## src/rtl/vip_defs.svh

```systemverilog
// constants of the vectored interrupt prioritizer
`ifndef VIP_DEFS_SVH
`define VIP_DEFS_SVH

// ****************************************
// sizes
// ****************************************
`define VIP_NUM_CH      32
`define VIP_CH_W        5
`define VIP_PRIO_W      4
`define VIP_ADDR_W      32
`define VIP_NUM_PINS    64
`define VIP_PORT_W      32

// ****************************************
// field positions and reset values
// ****************************************
`define VIP_EXT3_CH     17
`define VIP_ADDR_RST    32'h0000_0000
`define VIP_PRIO_RST    4'h0
`define VIP_PRIME_CNT   2'h3

`endif

```

## src/rtl/vip_pkg.sv

```systemverilog
// types of the vectored interrupt prioritizer
`include "vip_defs.svh"
package vip_pkg;
  typedef logic [`VIP_PRIO_W-1:0] vip_prio_t;
  typedef logic [`VIP_CH_W-1:0]   vip_chan_t;
  typedef logic [`VIP_ADDR_W-1:0] vip_addr_t;

  typedef struct packed {
    logic      valid;
    vip_chan_t chan;
    vip_prio_t prio;
  } vip_sel_s;
endpackage : vip_pkg

```

## src/rtl/vip_edge_if.sv

```systemverilog
// link between the prioritizer and its pin edge detector
`timescale 1ns/1ps
`include "vip_defs.svh"
interface vip_edge_if #(
  parameter int NUM_PINS = `VIP_NUM_PINS
);
  logic [NUM_PINS-1:0] rise_en;
  logic [NUM_PINS-1:0] fall_en;
  logic [NUM_PINS-1:0] clear;
  logic [NUM_PINS-1:0] pending;
  logic                merged;

  modport ctrl (output rise_en, output fall_en, output clear, input pending, input merged);
  modport det  (input rise_en, input fall_en, input clear, output pending, output merged);
endinterface : vip_edge_if

```

## src/rtl/vip_top.sv

```systemverilog
// vectored interrupt prioritizer top level
`timescale 1ns/1ps
`include "vip_defs.svh"
module vip_top
  import vip_pkg::*;
#(
  parameter int NUM_PINS = `VIP_NUM_PINS,
  parameter int EXT3_CH  = `VIP_EXT3_CH
) (
  // clock and reset
  input  wire logic                                clock_in,
  input  wire logic                                rst_in,
  // peripheral requests
  input  wire logic [`VIP_NUM_CH-1:0]              irq_src_in,
  // port 0 and port 2 pads
  input  wire logic [`VIP_PORT_W-1:0]              port0_pin_in,
  input  wire logic [`VIP_PORT_W-1:0]              port2_pin_in,
  // channel configuration
  input  wire logic [`VIP_NUM_CH-1:0]              enable_in,
  input  wire logic [`VIP_NUM_CH-1:0]              fast_sel_in,
  input  wire logic [`VIP_NUM_CH*`VIP_PRIO_W-1:0]  priority_in,
  input  wire logic [`VIP_NUM_CH*`VIP_ADDR_W-1:0]  vector_addr_in,
  input  wire logic [`VIP_ADDR_W-1:0]              default_addr_in,
  // pin edge configuration
  input  wire logic [NUM_PINS-1:0]                 edge_rise_en_in,
  input  wire logic [NUM_PINS-1:0]                 edge_fall_en_in,
  input  wire logic [NUM_PINS-1:0]                 edge_clear_in,
  // core side
  output logic                                     fast_interrupt_request_out,
  output logic                                     normal_irq_out,
  // readable state
  output logic [`VIP_NUM_CH-1:0]                   fast_status_out,
  output logic [`VIP_ADDR_W-1:0]                   vector_addr_out,
  output logic [`VIP_CH_W-1:0]                     vector_chan_out,
  output logic                                     vector_valid_out,
  output logic [NUM_PINS-1:0]                      edge_pending_out,
  output logic                                     external_interrupt_line_3_out
);

  // ****************************************
  // pin edge detector
  // ****************************************
  vip_edge_if #(.NUM_PINS(NUM_PINS)) edge_bus ();

  assign edge_bus.rise_en = edge_rise_en_in;
  assign edge_bus.fall_en = edge_fall_en_in;
  assign edge_bus.clear   = edge_clear_in;

  vip_edge_detect #(
    .NUM_PINS (NUM_PINS)
  ) u_edge (
    .clock_in (clock_in),
    .rst_in   (rst_in),
    .pin_in   ({port2_pin_in, port0_pin_in}),
    .edge_bus (edge_bus)
  );

  // ****************************************
  // request gathering
  // ****************************************
  function automatic vip_prio_t vip_prio_of(input logic [`VIP_NUM_CH*`VIP_PRIO_W-1:0] tbl,
                                            input int ch);
    return tbl[ch*`VIP_PRIO_W +: `VIP_PRIO_W];
  endfunction : vip_prio_of

  // lowest value is most urgent; strict compare keeps the lower channel on ties
  function automatic vip_sel_s vip_pick(input logic [`VIP_NUM_CH-1:0]             act,
                                        input logic [`VIP_NUM_CH*`VIP_PRIO_W-1:0] tbl);
    vip_sel_s best;
    best = '0;
    for (int i = 0; i < `VIP_NUM_CH; i++) begin
      if (act[i] && (!best.valid || vip_prio_of(tbl, i) < best.prio)) begin
        best.valid = 1'b1;
        best.chan  = i[`VIP_CH_W-1:0];
        best.prio  = vip_prio_of(tbl, i);
      end
    end
    return best;
  endfunction : vip_pick

  logic [`VIP_NUM_CH-1:0] merged_req;
  logic [`VIP_NUM_CH-1:0] active;
  logic [`VIP_NUM_CH-1:0] active_fast;
  logic [`VIP_NUM_CH-1:0] active_vec;
  vip_sel_s               pick;

  always_comb begin
    merged_req          = irq_src_in;
    merged_req[EXT3_CH] = irq_src_in[EXT3_CH] | edge_bus.merged;
    active              = merged_req & enable_in;
    active_fast         = active & fast_sel_in;
    active_vec          = active & ~fast_sel_in;
    // fast channels never compete for the vector
    pick                = vip_pick(active_vec, priority_in);
  end

  // ****************************************
  // output registers
  // ****************************************
  logic                   fast_reg;
  logic                   fast_next;
  logic                   normal_reg;
  logic                   normal_next;
  logic [`VIP_NUM_CH-1:0] fast_status_reg;
  logic [`VIP_NUM_CH-1:0] fast_status_next;
  vip_addr_t              vec_addr_reg;
  vip_addr_t              vec_addr_next;
  vip_chan_t              vec_chan_reg;
  vip_chan_t              vec_chan_next;
  logic                   vec_valid_reg;
  logic                   vec_valid_next;

  always_comb begin
    fast_next        = |active_fast;
    normal_next      = |active_vec;
    fast_status_next = active_fast;
    vec_valid_next   = pick.valid;
    vec_chan_next    = pick.valid ? pick.chan : '0;
    vec_addr_next    = pick.valid ? vector_addr_in[pick.chan*`VIP_ADDR_W +: `VIP_ADDR_W]
                                  : default_addr_in;
  end

  always_ff @(posedge clock_in or posedge rst_in) begin
    if (rst_in) begin
      fast_reg        <= 1'b0;
      normal_reg      <= 1'b0;
      fast_status_reg <= '0;
      vec_addr_reg    <= `VIP_ADDR_RST;
      vec_chan_reg    <= '0;
      vec_valid_reg   <= 1'b0;
    end else begin
      fast_reg        <= fast_next;
      normal_reg      <= normal_next;
      fast_status_reg <= fast_status_next;
      vec_addr_reg    <= vec_addr_next;
      vec_chan_reg    <= vec_chan_next;
      vec_valid_reg   <= vec_valid_next;
    end
  end

  assign fast_interrupt_request_out    = fast_reg;
  assign normal_irq_out                = normal_reg;
  assign fast_status_out               = fast_status_reg;
  assign vector_addr_out               = vec_addr_reg;
  assign vector_chan_out               = vec_chan_reg;
  assign vector_valid_out              = vec_valid_reg;
  assign edge_pending_out              = edge_bus.pending;
  assign external_interrupt_line_3_out = merged_req[EXT3_CH];

  // helper: a strictly better or equal-and-lower rival to the chosen channel
  logic [`VIP_NUM_CH-1:0] prev_vec_reg;
  logic [`VIP_NUM_CH*`VIP_PRIO_W-1:0] prev_prio_reg;
  logic [`VIP_NUM_CH-1:0]             prev_fsel_reg;
  logic [`VIP_NUM_CH*`VIP_ADDR_W-1:0] prev_addr_reg;
  logic                   rival;

  // inputs as seen at the edge that loaded the vector registers
  always_ff @(posedge clock_in or posedge rst_in) begin
    if (rst_in) begin
      prev_vec_reg  <= '0;
      prev_prio_reg <= '0;
      prev_fsel_reg <= '0;
      prev_addr_reg <= '0;
    end else begin
      prev_vec_reg  <= active_vec;
      prev_prio_reg <= priority_in;
      prev_fsel_reg <= fast_sel_in;
      prev_addr_reg <= vector_addr_in;
    end
  end

  always_comb begin
    rival = 1'b0;
    for (int i = 0; i < `VIP_NUM_CH; i++) begin
      if (prev_vec_reg[i] && (vip_prio_of(prev_prio_reg, i) < vip_prio_of(prev_prio_reg,
          int'(vec_chan_reg)) || (vip_prio_of(prev_prio_reg, i) == vip_prio_of(prev_prio_reg,
          int'(vec_chan_reg)) && i < int'(vec_chan_reg)))) begin
        rival = 1'b1;
      end
    end
  end
endmodule : vip_top

```

## src/rtl/vip_edge_detect.sv

```systemverilog
// pin edge detector with sticky pending flags
`timescale 1ns/1ps
`include "vip_defs.svh"
module vip_edge_detect
  import vip_pkg::*;
#(
  parameter int NUM_PINS = `VIP_NUM_PINS
) (
  // clock and reset
  input  wire logic                clock_in,
  input  wire logic                rst_in,
  // raw pads
  input  wire logic [NUM_PINS-1:0] pin_in,
  // control side
  vip_edge_if.det                  edge_bus
);

  // ****************************************
  // synchroniser and edge memory
  // ****************************************
  logic [NUM_PINS-1:0] sync1_reg;
  logic [NUM_PINS-1:0] sync2_reg;
  logic [NUM_PINS-1:0] last_reg;
  logic [NUM_PINS-1:0] last_next;
  logic [NUM_PINS-1:0] pending_reg;
  logic [NUM_PINS-1:0] pending_next;
  logic [1:0]          prime_reg;
  logic [1:0]          prime_next;
  logic [NUM_PINS-1:0] rise;
  logic [NUM_PINS-1:0] fall;
  logic [NUM_PINS-1:0] hit;

  always_comb begin
    last_next  = sync2_reg;
    prime_next = (prime_reg == `VIP_PRIME_CNT) ? prime_reg : prime_reg + 2'h1;
    // no edges until the chain holds real pad levels
    rise       = (prime_reg == `VIP_PRIME_CNT) ? (sync2_reg & ~last_reg) : '0;
    fall       = (prime_reg == `VIP_PRIME_CNT) ? (~sync2_reg & last_reg) : '0;
    hit        = (rise & edge_bus.rise_en) | (fall & edge_bus.fall_en);
    // set beats clear in the same cycle
    pending_next = (pending_reg & ~edge_bus.clear) | hit;
  end

  always_ff @(posedge clock_in or posedge rst_in) begin
    if (rst_in) begin
      sync1_reg   <= '0;
      sync2_reg   <= '0;
      last_reg    <= '0;
      pending_reg <= '0;
      prime_reg   <= 2'h0;
    end else begin
      sync1_reg   <= pin_in;
      sync2_reg   <= sync1_reg;
      last_reg    <= last_next;
      pending_reg <= pending_next;
      prime_reg   <= prime_next;
    end
  end

  assign edge_bus.pending = pending_reg;
  assign edge_bus.merged  = |pending_reg;
endmodule : vip_edge_detect

```

## config.mk

```make
export PLATFORM = sky130hd
export DESIGN_NAME = vip_top
export DESIGN_NICKNAME = d
export VERILOG_FILES = /design/src/rtl/vip_pkg.sv /design/src/rtl/vip_edge_if.sv /design/src/rtl/vip_top.sv /design/src/rtl/vip_edge_detect.sv
export VERILOG_INCLUDE_DIRS = /design/src /design/src/rtl
export SDC_FILE = /design/constraint.sdc
export NUM_CORES = 2
export LEC_CHECK = 0
export ABC_AREA = 1
export BUFFER_PORTS_ARGS = -buffer_cell sky130_fd_sc_hd__buf_2
export CORE_AREA = 8 8 654 656
export DETAILED_ROUTE_END_ITERATION = 12
export DIE_AREA = 0 0 662 664
export GPL_TIMING_DRIVEN = 0
export MAX_ROUTING_LAYER = met4
export PLACE_DENSITY_LB_ADDON = 0.25
export SETUP_SLACK_MARGIN = 0.2
export SYNTH_ARGS = -nofsm -noshare
export SYNTH_HDL_FRONTEND = slang
export SYNTH_SLANG_ARGS = --single-unit
```

## constraint.sdc

```tcl
create_clock -name clock_in -period 22.4 [get_ports clock_in]
set_input_delay 2.24 -clock clock_in [delete_from_list [all_inputs] [get_ports clock_in]]
set_output_delay 2.24 -clock clock_in [all_outputs]
set_load 0.02 [all_outputs]
```

==> out/qor.yml <==
power_and_ir_drop:
  p_int_w: 0.00405
  power_frac_seq_pct: 7.1
  p_per_area_mw_per_mm2: 161
  p_leak_nw: 31.2
  power_switching_w: 0.00590
  clockPowerShare_pct: 8.5
  ir_drop_uv: 84.7
  switching_share_pct: 59.3
  pwr-share-comb_pct: 84.4
yosys:
  yosys_warnings: 0
  synth_cell_types: 50
  syn_inst: 5125
  seq_area_frac_synth_pct: 23.9
  avgSynthCellArea_um2: 6.74
  yosys_register_bits: 330
  syn_nets: 6709
  synth_area_mm2: 0.0345
layout:
  multi_input_area_mm2: 0.0247
  area_growth_pct: 78.3
  regArea_mm2: 0.00826
  drive_gt1_share_pct: 48.8
  final_core_util_pct: 14.7
  layout_commonest_cell: "buf_2"
  fin_nets: 8760
  fill_cells: 48700
  final_cell_mix: "buf_2 (1691), nand2_1 (1325), inv_1 (768), nand3_1 (690), nand3_2 (462)"
clock_network:
  cts-buffers-inserted: 46
  cts_hold_buf: 0
  clock_sinks: 330
  clockRootBuffer: "clkbuf_16"
  cts.htree.levels: 2
  cts_tree: "yes"
  clock_path_buffers: 3
  clk_pin_slew_worst_paths_ns: 0.06
  insertion_delay_ns: 0.76
setup_path:
  cp_data_required_time_ns: 23.08
  path_delay_family: "simple AND/OR/NAND/NOR gates"
  cp-end-kind: "register"
  cpMostUsedCell: "nand2_2"
  slowest_stage: "ha_1"
  critPathLaunchType: "primary input"
  cp.buffers_inverters: 37
  worstSetupPathType: "in -> reg"
  cp_max_fo: 8
  critPathArrivalTime_ns: 30.99
  slowest_delay_ns: 0.30
detailed_routing:
  num_vias: 44900
  drcViolationCount: 0
  viasPerCell: 3.48
  antenna_left: 0
  wl_mm: 402
  wire_per_inst_um: 31.1
  dr.pass1.iters: 5
  drt_iter0_drc: 3474
outcome:
  status: "complete, but fails checks"
  violations: "negative setup slack"
floorplan:
  fp.dieH_um: 664
  rows: 238
  dieWidth_um: 662
  start_util_pct: 8.27
  core_area_mm2: 0.418
  die-area_mm2: 0.440
  ios: 1675
placement:
  gp_congestion: 0.927
  dp_hpwl_mm: 353
  dp_worst_setup_slack_ns: -15.79
  numPortBuffers: 1674
hold_path:
  hold_path_class: "reg -> reg"
grt:
  overflow: 0
  grt_pass1_vias: 44700
  grt_max_degree: 105
  gr-usage-all-layers_pct: 17.9
  antenna_found_initial: 265
  grt_pass1_wl_mm: 495
flow_run:
  drv_cap: 0
timing:
  whs_ns: 0.300
  worstMarginPinSlew_ns: 1.29
  finalSetupViolCount: 37
  hold_viol: 0
  min_period_ns: 30.31
  slew-limit-headroom_pct: 13.6
  timing.final.crit_share_pct: 135
  clock_skew_ns: 0.103
  drv_slew: 0
  setup_ws_ns: -7.91
  max_freq_mhz: 33.0
  rsz0062_at_grt: "yes"
## worst paths after layout
| check | from | end | slack (ns) | depth (start not counted) |
|---|---|---|---|---|
| worst max-delay path | irq_src_in[0] | vector_addr_out[29] | -7.91 | 295 |
| worst min register to register | u_edge.sync1_reg[22] | u_edge.last_next[22] | 0.30 | 0 |
| worst max register to register | u_edge.edge_bus.pending[15] | vector_addr_out[29] | 4.47 | 150 |
| worst min-delay path | u_edge.sync1_reg[22] | u_edge.last_next[22] | 0.30 | 0 |
| max in group asynchronous | rst_in | vector_chan_out[0] | 18.68 | 5 |
| min in group asynchronous | rst_in | u_edge.last_next[17] | 1.54 | 2 |
## through the flow
step	cells	total power [W]	TNS, ns	cell area, um2
finish	12900	0.00995	-284.07	61600
global route	12900	0.0105	-362.95	61500
CTS	12700	0.00979	-308.22	59100
detailed placement	12300	0.00735	-545.36	50500
global placement	12300	0.00733	-562.01	50300
floorplan	5125	0.00381	-260.58	35000
## cell families (layout without fill, tap and decap cells)
family / after synthesis / count (layout) / share of synthesized area [%]
adders and majority gates: 46 / 46 / 1.67
and+or+nand+nor: 3365 / 3365 / 50.2
DFF: 330 / 330 / 23.9
other: 0 / 177 / 0
muxes: 1 / 1 / 0.0326
buffers and inverters: 1106 / 3191 / 19.8
xor gates and xnor gates: 1 / 1 / 0.0254
AOI/OAI and AO/OA: 276 / 276 / 4.44
## per-layer routing
metal	global-route usage (%)	wire (um)	share of wire (%)	vias up
met5	-	0	0	-
met3	4.12	29900	7.4	380
met4	2.58	7340	1.8	0
met2	32.9	211000	52	2000
met1	20.0	154000	38	21800
li1	-	-	-	20800
## power by group through the flow
stage / sequential (W) / clock [W] / combinational [W]
finish: 0.000708 / 0.000848 / 0.00839
global route: 0.000714 / 0.000918 / 0.00888
CTS: 0.000709 / 0.000904 / 0.00818
detailed placement: 0.000719 / 0 / 0.00663
global placement: 0.000719 / 0 / 0.00661
floorplan: 0.000765 / 0 / 0.00305
## cell type report
| class | instances | area share, % |
|---|---|---|
| Antenna cell | 177 | 0.719 |
| Buffer | 288 | 7.10 |
| Clock buffer | 61 | 2.11 |
| Clock inverter | 21 | 0.565 |
| Inverter | 816 | 5.02 |
| Multi-Input combinational cell | 3689 | 40.1 |
| Sequential cell | 330 | 13.4 |
| Tap cell | 5520 | 11.2 |
| Timing Repair Buffer | 2005 | 19.8 |
## synthesized netlist by cell type (all sizes together)
master,number,area share (%)
nand2,1732,21
nand3,1316,24
inv,814,8.8
dfrtp,330,24
buf,155,5.4
nand3b,152,3.3
nor2,109,1.3
o21ai,109,1.6
a21oi,79,1.2
o22ai,64,1.2
bufbuf,59,3.2
ha,46,1.7
dlymetal6s2s,28,1.0
nor4,24,0.43
clkbuf,23,0.56
nand4,16,0.31
o21bai,15,0.33
dlygate4sd1,13,0.33
dlygate4sd3,12,0.35
nor3,8,0.13
or2,6,0.11
a31oi,2,0.036
a41oi,2,0.051
clkinv,2,0.040
o21a,2,0.043
a211oi,1,0.022
a32oi,1,0.025
and3,1,0.018
mux2,1,0.033
o31ai,1,0.022
or3,1,0.018
xnor2,1,0.025
## worst reg2reg max path, delay by kind of cell (launching register included)
kind	cells	cell delay [ns]
and+or+nand+nor	91	10.12
adders and majority gates	13	3.43
buffers and inverters	26	2.37
AOI/OAI and AO/OA	20	1.58
DFF	1	0.43
## what timing repair did
| action | CTS | global route |
|---|---|---|
| pin swaps | 277 | 299 |
| resized for setup | 869 | 344 |
| endpoints found under the setup margin | 37 | 37 |
| cloned | 9 | 6 |
| setup buffers | 244 | 63 |
Note: power is estimated with default switching activity, not from simulation.
